## src/verilog/scs_pkg.sv

```systemverilog
// package of constants and types for the sar conversion sequencer
package scs_pkg;
  localparam int unsigned SCS_CLK_MHZ = 50; // system clock rate
  localparam logic [4:0] SCS_NORMAL_TICKS = 5'h0D; // converter clocks of a normal conversion
  localparam logic [4:0] SCS_FIRST_TICKS = 5'h19; // converter clocks of the first conversion
  localparam logic [4:0] SCS_NORMAL_SH = 5'h01; // tick of sample-and-hold, normal
  localparam logic [4:0] SCS_FIRST_SH = 5'h0D; // tick of sample-and-hold, first
  localparam logic [2:0] SCS_SRC_FREE_RUN = 3'h0; // trigger select code for free running
  localparam logic [9:0] SCS_RESULT_RESET = 10'h000; // result value after reset
  localparam logic [5:0] SCS_CH_BANDGAP = 6'h1E; // single-ended bandgap code
  localparam logic [5:0] SCS_CH_GROUND = 6'h1F; // single-ended ground code
  localparam logic [1:0] SCS_REF_RESET = 2'h0; // applied reference after reset
  localparam logic [5:0] SCS_CH_RESET = 6'h00; // applied channel after reset

  typedef enum logic [1:0] {
    SCS_GAIN_BYPASS,
    SCS_GAIN_1X,
    SCS_GAIN_10X,
    SCS_GAIN_200X
  } scs_gain_t;

  typedef enum logic [1:0] {
    SCS_IDLE,
    SCS_WAIT_TICK,
    SCS_CONVERT
  } scs_state_t;

  // software-held configuration bits
  typedef struct packed {
    logic converter_enable;
    logic converter_power_reduction;
    logic left_adjust_select;
    logic auto_trigger_enable;
    logic [2:0] trigger_source_select;
    logic [2:0] prescale_select;
    logic [5:0] channel_select_bits;
    logic [1:0] reference_select_bits;
  } scs_cfg_t;

  // selection applied to the analog front end
  typedef struct packed {
    logic [5:0] channel;
    logic [1:0] reference;
    scs_gain_t gain;
    logic amp_bypass;
  } scs_sel_t;
endpackage

```

## src/verilog/scs_sequencer.sv

```systemverilog
// conversion sequencer: prescaler, start and trigger control, result interlock
// Contract
// - result is 10 bits over two bytes, right aligned, left aligned when selected
// - reading the low byte blocks result updates until high byte read
// - a completion while blocked leaves both bytes unchanged, result discarded
// - reading the high byte re-enables result updates
// - completion flag still sets when the result is discarded
// - writing start begins a single conversion; start clears on completion
// - channel change during a conversion waits until it completes
// - auto trigger active when enabled; source chosen by trigger select
// - rising edge of selected trigger resets prescaler and starts a conversion
// - trigger still high at completion does not start another conversion
// - trigger edges during a conversion are ignored
// - free-running source restarts at each completion regardless of the flag
// - start write still launches a conversion while auto trigger enabled
// - start bit reads one during every conversion
// - channel and reference selections apply only while enabled
// - channel chosen from pins, ground, bandgap single-ended or differential pairs
// - four gain pairs offer 1x, 10x, 200x; single-ended bypasses amplifier
// - converter unusable while power reduction is set
// - prescaler runs while enabled, held in reset while disabled
// - software start begins on the next converter clock edge
// - conversion lasts 13 converter clocks, first after enable 25
// - completion writes result and sets flag; single mode clears start together
`timescale 1ns/1ps
module scs_sequencer
  import scs_pkg::*;
(
  input wire logic sys_clk, // system clock, 50 MHz
  input wire logic rstn, // asynchronous reset, active low
  input wire scs_cfg_t cfg, // control bits held by software
  input wire logic start_write, // pulse: software writes one to start bit
  input wire logic flag_clear_write, // pulse: software writes one to the flag
  input wire logic flag_vector_ack, // pulse: completion vector taken
  input wire logic low_read, // pulse: low result byte read
  input wire logic high_read, // pulse: high result byte read
  input wire logic [7:1] trigger_in, // trigger source levels, codes 1 to 7
  input wire logic [9:0] core_result, // value from the approximation core
  output logic [7:0] result_low_byte, // low result byte
  output logic [7:0] result_high_byte, // high result byte
  output logic start_conversion_bit, // start bit as read back
  output logic conversion_complete_flag, // sticky completion flag
  output logic writes_blocked, // result updates blocked
  output logic converter_clock, // prescaled converter clock tick
  output logic sample_hold, // pulse: sample-and-hold instant
  output logic core_capture, // pulse: core result written
  output scs_sel_t front_end // applied channel, reference and gain
);

  scs_state_t state;
  logic [6:0] presc_cnt;
  logic [4:0] tick_cnt;
  logic first_pending;
  logic start_req;
  logic trig_prev;
  logic [9:0] result;
  logic active;
  logic [7:0] presc_limit;
  logic tick;
  logic trig_level;
  logic trig_edge;
  logic auto_start;
  logic done;
  logic free_restart;
  logic [4:0] conv_len;
  logic [4:0] sh_tick;
  scs_sel_t next_front_end;

  // power reduction keeps the converter off whatever the enable says
  assign active = cfg.converter_enable & ~cfg.converter_power_reduction;

  // prescaler division 2 to 128
  assign presc_limit = (8'h01 << ((cfg.prescale_select == 3'h0) ? 3'h1 : cfg.prescale_select))
                       - 8'h01;
  assign tick = active && (presc_cnt == presc_limit[6:0]);
  assign converter_clock = tick;

  // trigger source selection and edge detection
  assign trig_level = (cfg.trigger_source_select == SCS_SRC_FREE_RUN) ? 1'b0 :
                      trigger_in[cfg.trigger_source_select];
  assign trig_edge = trig_level & ~trig_prev;
  assign auto_start = active && cfg.auto_trigger_enable &&
                      cfg.trigger_source_select != SCS_SRC_FREE_RUN &&
                      trig_edge && state == SCS_IDLE;

  assign conv_len = first_pending ? SCS_FIRST_TICKS : SCS_NORMAL_TICKS;
  assign sh_tick = first_pending ? SCS_FIRST_SH : SCS_NORMAL_SH;
  assign done = state == SCS_CONVERT && tick && tick_cnt == conv_len - 5'h01;
  assign free_restart = done && cfg.auto_trigger_enable &&
                        cfg.trigger_source_select == SCS_SRC_FREE_RUN;
  assign sample_hold = state == SCS_CONVERT && tick && tick_cnt == sh_tick;
  assign core_capture = done & ~writes_blocked;

  // start bit reads one for any pending or running conversion
  assign start_conversion_bit = start_req | (state != SCS_IDLE);

  // prescaler: held in reset while off, restarted by a trigger edge
  always_ff @(posedge sys_clk or negedge rstn) begin
    if (!rstn) begin
      presc_cnt <= 7'h00;
    end else if (!active || auto_start) begin
      presc_cnt <= 7'h00;
    end else if (tick) begin
      presc_cnt <= 7'h00;
    end else begin
      presc_cnt <= presc_cnt + 7'h01;
    end
  end

  // trigger level history, kept running so a held level never looks fresh
  always_ff @(posedge sys_clk or negedge rstn) begin
    if (!rstn) begin
      trig_prev <= 1'b0;
    end else begin
      trig_prev <= trig_level;
    end
  end

  // software start request, held until the conversion begins
  always_ff @(posedge sys_clk or negedge rstn) begin
    if (!rstn) begin
      start_req <= 1'b0;
    end else if (!active) begin
      start_req <= 1'b0;
    end else if (start_write && state == SCS_IDLE && !auto_start) begin
      start_req <= 1'b1;
    end else if (state == SCS_WAIT_TICK && tick) begin
      start_req <= 1'b0;
    end
  end

  // conversion state machine
  always_ff @(posedge sys_clk or negedge rstn) begin
    if (!rstn) begin
      state <= SCS_IDLE;
      tick_cnt <= 5'h00;
    end else if (!active) begin
      state <= SCS_IDLE;
      tick_cnt <= 5'h00;
    end else begin
      case (state)
        SCS_IDLE: begin
          tick_cnt <= 5'h00;
          if (auto_start) begin
            state <= SCS_CONVERT;
          end else if (start_req || start_write) begin
            state <= SCS_WAIT_TICK;
          end
        end
        SCS_WAIT_TICK: begin
          if (tick) begin
            state <= SCS_CONVERT;
          end
        end
        SCS_CONVERT: begin
          if (done) begin
            tick_cnt <= 5'h00;
            state <= free_restart ? SCS_CONVERT : SCS_IDLE;
          end else if (tick) begin
            tick_cnt <= tick_cnt + 5'h01;
          end
        end
        default: begin
          state <= SCS_IDLE;
        end
      endcase
    end
  end

  // first conversion after enabling runs long
  always_ff @(posedge sys_clk or negedge rstn) begin
    if (!rstn) begin
      first_pending <= 1'b1;
    end else if (!active) begin
      first_pending <= 1'b1;
    end else if (done) begin
      first_pending <= 1'b0;
    end
  end

  // read interlock between low and high result bytes
  always_ff @(posedge sys_clk or negedge rstn) begin
    if (!rstn) begin
      writes_blocked <= 1'b0;
    end else if (high_read) begin
      writes_blocked <= 1'b0;
    end else if (low_read) begin
      writes_blocked <= 1'b1;
    end
  end

  // result store, skipped while blocked
  always_ff @(posedge sys_clk or negedge rstn) begin
    if (!rstn) begin
      result <= SCS_RESULT_RESET;
    end else if (core_capture) begin
      result <= core_result;
    end
  end

  // alignment of the stored result onto the two bytes
  always_comb begin
    if (cfg.left_adjust_select) begin
      result_high_byte = result[9:2];
      result_low_byte = {result[1:0], 6'h00};
    end else begin
      result_high_byte = {6'h00, result[9:8]};
      result_low_byte = result[7:0];
    end
  end

  // completion flag: set wins over either clear
  always_ff @(posedge sys_clk or negedge rstn) begin
    if (!rstn) begin
      conversion_complete_flag <= 1'b0;
    end else if (done) begin
      conversion_complete_flag <= 1'b1;
    end else if (flag_clear_write || flag_vector_ack) begin
      conversion_complete_flag <= 1'b0;
    end
  end

  // decode of the selection the front end should see
  always_comb begin
    next_front_end.channel = cfg.channel_select_bits;
    next_front_end.reference = cfg.reference_select_bits;
    next_front_end.amp_bypass = 1'b0;
    next_front_end.gain = SCS_GAIN_1X;
    if (cfg.channel_select_bits[4:3] == 2'b00 || cfg.channel_select_bits == SCS_CH_BANDGAP ||
        cfg.channel_select_bits == SCS_CH_GROUND) begin
      next_front_end.amp_bypass = 1'b1;
      next_front_end.gain = SCS_GAIN_BYPASS;
    end else if (cfg.channel_select_bits[4:3] == 2'b01) begin
      case (cfg.channel_select_bits[2:1])
        2'b00: next_front_end.gain = SCS_GAIN_10X;
        2'b01: next_front_end.gain = SCS_GAIN_200X;
        default: next_front_end.gain = SCS_GAIN_1X;
      endcase
    end
  end

  // selection follows software only while enabled and between conversions
  always_ff @(posedge sys_clk or negedge rstn) begin
    if (!rstn) begin
      front_end <= '{channel: SCS_CH_RESET, reference: SCS_REF_RESET,
                     gain: SCS_GAIN_BYPASS, amp_bypass: 1'b1};
    end else if (active && (state != SCS_CONVERT || done)) begin
      front_end <= next_front_end;
    end
  end
endmodule

```

## config.mk

```make
export PLATFORM = sky130hd
export DESIGN_NAME = scs_sequencer
export DESIGN_NICKNAME = d
export VERILOG_FILES = /design/src/verilog/scs_pkg.sv /design/src/verilog/scs_sequencer.sv
export SDC_FILE = /design/constraint.sdc
export NUM_CORES = 1
export LEC_CHECK = 0
export ABC_AREA = 1
export BUFFER_PORTS_ARGS = -buffer_cell sky130_fd_sc_hd__buf_2
export CAP_MARGIN = 40
export CORE_MARGIN = 2
export CORE_UTILIZATION = 50
export CTS_CLUSTER_DIAMETER = 50
export DETAILED_ROUTE_END_ITERATION = 10
export PLACE_DENSITY = 0.79
export SETUP_SLACK_MARGIN = 0.02
export SKIP_CTS_REPAIR_TIMING = 1
export SLEW_MARGIN = 0
export SYNTH_ARGS = -nofsm -noshare
export SYNTH_HDL_FRONTEND = slang
export SYNTH_SLANG_ARGS = --single-unit
```

## constraint.sdc

```tcl
create_clock -name sys_clk -period 2.7 [get_ports sys_clk]
set_clock_uncertainty 0.05 [all_clocks]
set_input_delay 0.27 -clock sys_clk [delete_from_list [all_inputs] [get_ports sys_clk]]
set_output_delay 0.27 -clock sys_clk [all_outputs]
set_load 0.02 [all_outputs]
```

; ---- Yosys cells after proc, flatten, opt, wreduce, memory -nomap -nowiden
; Cells that the tools add are included.
[word_totals]
ff_bits = 40
in_bits = 42
wordCells = 110
[op_classes]
add_sub_neg = 4
n_lt_le_gt_ge = 1
n_eq_ne = 17
shifts = 1
muxes = 34
n_bitwise = 7
reduce_logical = 33
[op_table]
columns = operator, count
row1 = 5-bit two-way mux, 4
row2 = 2-bit two-way mux, 8
row3 = 8-bit two-way mux, 2
row4 = 1-bit logical AND, 14
row5 = 7-bit two-way mux, 2
row6 = "6-bit by 5-bit equality test with 1-bit output, second input constant", 2
row7 = 1-bit two-way mux, 12
row8 = 5-bit case mux with 2 select lines, 1
row9 = "7-bit by 1-bit adder with 7-bit output, second input constant", 1
row10 = 7-bit equality test, 1
row11 = "1-bit by 3-bit << shifter with 7-bit output, first input constant", 1
row12 = "7-bit by 1-bit subtractor with 7-bit output, second input constant", 1
row13 = "2-bit by 1-bit equality test with 1-bit output, second input constant", 3
row14 = 2-bit zero test, 3
row15 = 3-bit zero test, 2
row16 = 1-bit logical OR, 6
row17 = "3-bit by 1-bit inequality test with 1-bit output, second input constant", 2
row18 = "3-bit inequality test, second input constant", 2
row19 = 2-bit case mux with 3 select lines, 1
row20 = 2-bit nonzero test, 3
row21 = "5-bit by 1-bit adder with 5-bit output, second input constant", 1
row22 = 5-bit by 4-bit equality test with 1-bit output, 1
row23 = 5-bit equality test, 1
row24 = "5-bit by 1-bit subtractor with 5-bit output, second input constant", 1
row25 = 17 further kinds, 22

; ---- Longest topological paths before layout
[logic_depth]
depth_word = 14
mapped_depth = 17
ltp_nobuf = 16

; ---- Least setup slack after synthesis
; No wires, ideal clock.
[synth_path]
path_kind = input to output
from = input cfg[9] in the netlist's numbering
to = output sample_hold
arrival_ns = 1.859
slack_ns = 0.521
path_stages = 9
path_cell_list = or2_2 ha_1 or2_2 nand3_1 nor2_2 nand3_2 nor2_4 inv_1 nor3_1
[synth_via]
elab_chain_cells = 8
[synth_rtl]
columns = element, line_no
row1 = from (decl), scs_sequencer.sv:31  ; input wire scs_cfg_t cfg,
row2 = 3-bit zero test, scs_sequencer.sv:73  ; assign presc_limit = (8'h01 << ((cfg.prescale_select == 3'h0) ? 3'h1 : cfg.prescale_select))
row3 = 3-bit two-way mux (*), scs_sequencer.sv:73
row4 = 1-bit by 3-bit << shifter with 7-bit output (*), scs_sequencer.sv:73
row5 = 7-bit by 1-bit subtractor with 7-bit output (*), scs_sequencer.sv:74  ; - 8'h01;
row6 = 7-bit equality test (*), scs_sequencer.sv:75  ; assign tick = active && (presc_cnt == presc_limit[6:0]);
row7 = 1-bit logical AND (*), scs_sequencer.sv:75
row8 = 1-bit logical AND (*) (2 in series), scs_sequencer.sv:91  ; assign sample_hold = state == SCS_CONVERT && tick && tick_cnt == sh_tick;
row9 = to (decl), scs_sequencer.sv:45  ; output logic sample_hold,
; Every way passes the cells marked *; elsewhere a longest branch is shown, timed or not.

; ---- Final worst setup path
[layout_path]
from = input cfg[10] in the netlist's numbering
to = output core_capture
[layout_via]
elab_chain_cells = 9
[layout_rtl]
columns = element, line_no
row1 = 3-bit zero test, scs_sequencer.sv:73
row2 = 3-bit two-way mux (*), scs_sequencer.sv:73
row3 = 1-bit by 3-bit << shifter with 7-bit output (*), scs_sequencer.sv:73
row4 = 7-bit by 1-bit subtractor with 7-bit output (*), scs_sequencer.sv:74
row5 = 7-bit equality test (*), scs_sequencer.sv:75
row6 = 1-bit logical AND (*), scs_sequencer.sv:75
row7 = 1-bit logical AND (*) (2 in series), scs_sequencer.sv:88  ; assign done = state == SCS_CONVERT && tick && tick_cnt == conv_len - 5'h01;
row8 = 1-bit bitwise AND (*), scs_sequencer.sv:92  ; assign core_capture = done & ~writes_blocked;
row9 = to (decl), scs_sequencer.sv:46  ; output logic core_capture,
; Marked as above.

==> impl_metrics.env <==
export IMPL_outcome="finished clean"
export IMPL_max_freq_mhz=403.0
export IMPL_io_pins=75
export IMPL_synth_compound_gate_area_share_pct=8.624
export IMPL_synthAdderAreaFrac_pct=2.729
export IMPL_synth_top_area_share_pct=41.48
export IMPL_core_um2=4384
export IMPL_synthFlopType="dfrtp_1"
export IMPL_finalSetupTns_ps=0
export IMPL_cp_data_arrival_time_ps=2160
export IMPL_hold_viol_final=0
export IMPL_clk_latency_ps=290
export IMPL_rows=24
export IMPL_grt_pass1_vias=1911
export IMPL_cts_tree="built"
export IMPL_drtPass1Iterations=4
export IMPL_async_reset_ff_share_pct=100.0
export IMPL_ys_ff_latch=40
export IMPL_final_nets=439
export IMPL_yosysWarnings=0
export IMPL_n_antenna_cell=0
export IMPL_yosys_cell_types_count=33
export IMPL_rsz0062_at_grt="false"
export IMPL_grt_max_degree=28
export IMPL_syn_area_per_cell_um2=7.277
export IMPL_first_iter_violations=105
export IMPL_hold_depth=2
export IMPL_fin_crit_ps=2481
export IMPL_die_w_um=71.71
export IMPL_multiInputGateArea_um2=1054
export IMPL_grt_total_usage_pct=19.56
export IMPL_synth_top_family_by_area="simple AND/OR/NAND/NOR gates"
export IMPL_leakage_nw=1.656
export IMPL_vias_per_cell=4.878
export IMPL_h_tree_depth=2
export IMPL_cts_inserted_buffers=5
export IMPL_register_area_um2=1003
export IMPL_critical_path_endpoint_type="primary output"
export IMPL_place_gp_congestion=0.8694
export IMPL_drt_wl_total_um=4905
export IMPL_die_y_um=71.71
export IMPL_period_share_pct=91.90
export IMPL_crit_fanout=17
export IMPL_antenna_found_initial=0
export IMPL_fillers=393
export IMPL_cp_start_kind="input port"
export IMPL_fin_util_pct=64.95
export IMPL_drt_antenna_violating_nets=0
export IMPL_cts_root_buf="clkbuf_8"
export IMPL_worst_setup_path_type="in2out"
export IMPL_power_w=0.001483
export IMPL_synthXorXnorAreaFrac_pct=2.675
export IMPL_reg2reg_depth=14
export IMPL_netlist_area_um2=2292
export IMPL_hpwl_um=3733
export IMPL_routedWlPerCell_um=11.05
export IMPL_yosys_top_cells_area="dfrtp_1, nand2_1, inv_1, nor2_1, nand3_1"
export IMPL_synth_top_cell_by_area="dfrtp_1"
export IMPL_start_util_pct=52.28
export IMPL_grt_pass1_wl_um=8093
export IMPL_clock_sinks=40
export IMPL_placedInstanceArea_um2=2709
export IMPL_hold_class="in2reg"
export IMPL_required_ps=2380
export IMPL_drv_cap=0
export IMPL_synth_cells=315
export IMPL_design_area_um2=2848
export IMPL_clockBufferDepth=2
export IMPL_yosys_area_share_simple_pct=31.77
export IMPL_synth_mux_area_share_pct=0
export IMPL_ys_seq_area_share_pct=43.78
export IMPL_path_clk_slew_ps=70
export IMPL_vdd_ir_drop_max_uv=321.4
export IMPL_die_area_um2=5142
export IMPL_drc=0
export IMPL_io_buffer_count=74
export IMPL_num_vias=2166
export IMPL_syn_nets=362
export IMPL_p_per_area_nw_per_um2=520.8
export IMPL_setup_viol=0
export IMPL_gr_total_overflow=0
export IMPL_drive_gt1_share_pct=26.02
export IMPL_drv_slew=0
export IMPL_area_delta_synth_final_pct=24.24
export IMPL_synth_edf_count=0
==> cells in the final DEF (no fill, tap or decap), drive strengths merged <==
cell	instances
xor2	6
bufinv	2
nand3	22
clkbuf	5
buf	76
a21oi	13
inv	49
nand4	3
nor2	35
or2	3
nor3	5
conb	1
o21a	1
nor3b	1
a21boi	1
ha	5
o21ai	16
o211ai	3
nand2	103
xnor2	1
dlygate4sd3	1
dfstp	2
dfrtp	38
==> worst max-delay path, stage by stage <==
cell and delay (ps):
buf_2 140, or2_2 290, ha_1 290, or2_2 110, nand3_1 80, nor2_2 170, nand3_2 140, nor2_4 140
nand2_2 90, inv_2 80, nand2_4 70, inv_6 110, buf_2 180
==> registers in the layout, summed over array words and instances (netlist names) <==
signal	flops
front_end	11
result	10
presc_cnt	7
tick_cnt	5
state	2
conversion_complete_flag	1
first_pending	1
start_req	1
trig_prev	1
writes_blocked	1
==> cells by family (layout without fill, tap and decap cells) <==
kind of cell               after synthesis  in the layout
and+or+nand+nor                        172            172
AOI/OAI and AO/OA                       34             34
DFF                                     40             40
buffers and inverters                   56            133
adders and majority gates                5              5
xor gates and xnor gates                 7              7
other                                    1              1
==> metal layers <==
metal  up-vias  global-route usage (%)  routed length, µm
met3         8                   4.219                227
met2        48                   32.92               2427
li1       1129                       -                  -
met4         0                   6.499                 70
met1       981                   25.14               2181
met5         -                       0                  0
==> final cells by class <==
| type | instances | share of cell area [%] |
|---|---|---|
| Clock buffer | 5 | 2.417 |
| Sequential cell | 40 | 35.24 |
| Multi-Input combinational cell | 219 | 36.99 |
| Inverter | 49 | 6.634 |
| Clock inverter | 2 | 2.109 |
| Tap cell | 52 | 2.285 |
| Timing Repair Buffer | 77 | 14.32 |
==> stage by stage <==
stage / instances / worst slack [ps] / hold slack [ps]
floorplan: 315 / 520.7 / -75.59
global placement: 435 / 318.7 / 376.6
detailed placement: 436 / 231.1 / 151.7
CTS: 443 / 216.1 / -169.4
global route: 444 / 89.75 / 69.81
finish: 444 / 218.6 / 72.66
==> power by group <==
group / internal (W) / switching, W / leakage [nW]
Sequential: 0.000633 / 0.0000202 / 0.500
Combinational: 0.0000958 / 0.000167 / 1.09
Clock: 0.000364 / 0.000203 / 0.0642
Total: 0.00109 / 0.000390 / 1.66
==> cells in the mapped netlist (2+ instances only) <==
cell type,n
a21oi_1,12
clkbuf_1,4
dfrtp_1,38
dfstp_2,2
ha_1,5
inv_1,46
inv_2,2
nand2_1,99
nand2_2,3
nand3_1,21
nand4_1,3
nor2_1,33
nor3_1,5
o211ai_1,3
o21ai_0,10
o21ai_1,3
o21ai_2,3
or2_2,3
xor2_1,6
==> path summary, 6_finish.rpt <==
check	slack, ps	from	to
max	220	cfg[10]	core_capture
min	70	high_read	writes_blocked
max reg2reg	720	presc_cnt[2]	front_end[2]
min reg2reg	440	front_end[0]	front_end[0]
max in group asynchronous	1710	rstn	first_pending
min in group asynchronous	360	rstn	front_end[7]
Power figures use the tool's default switching activity.
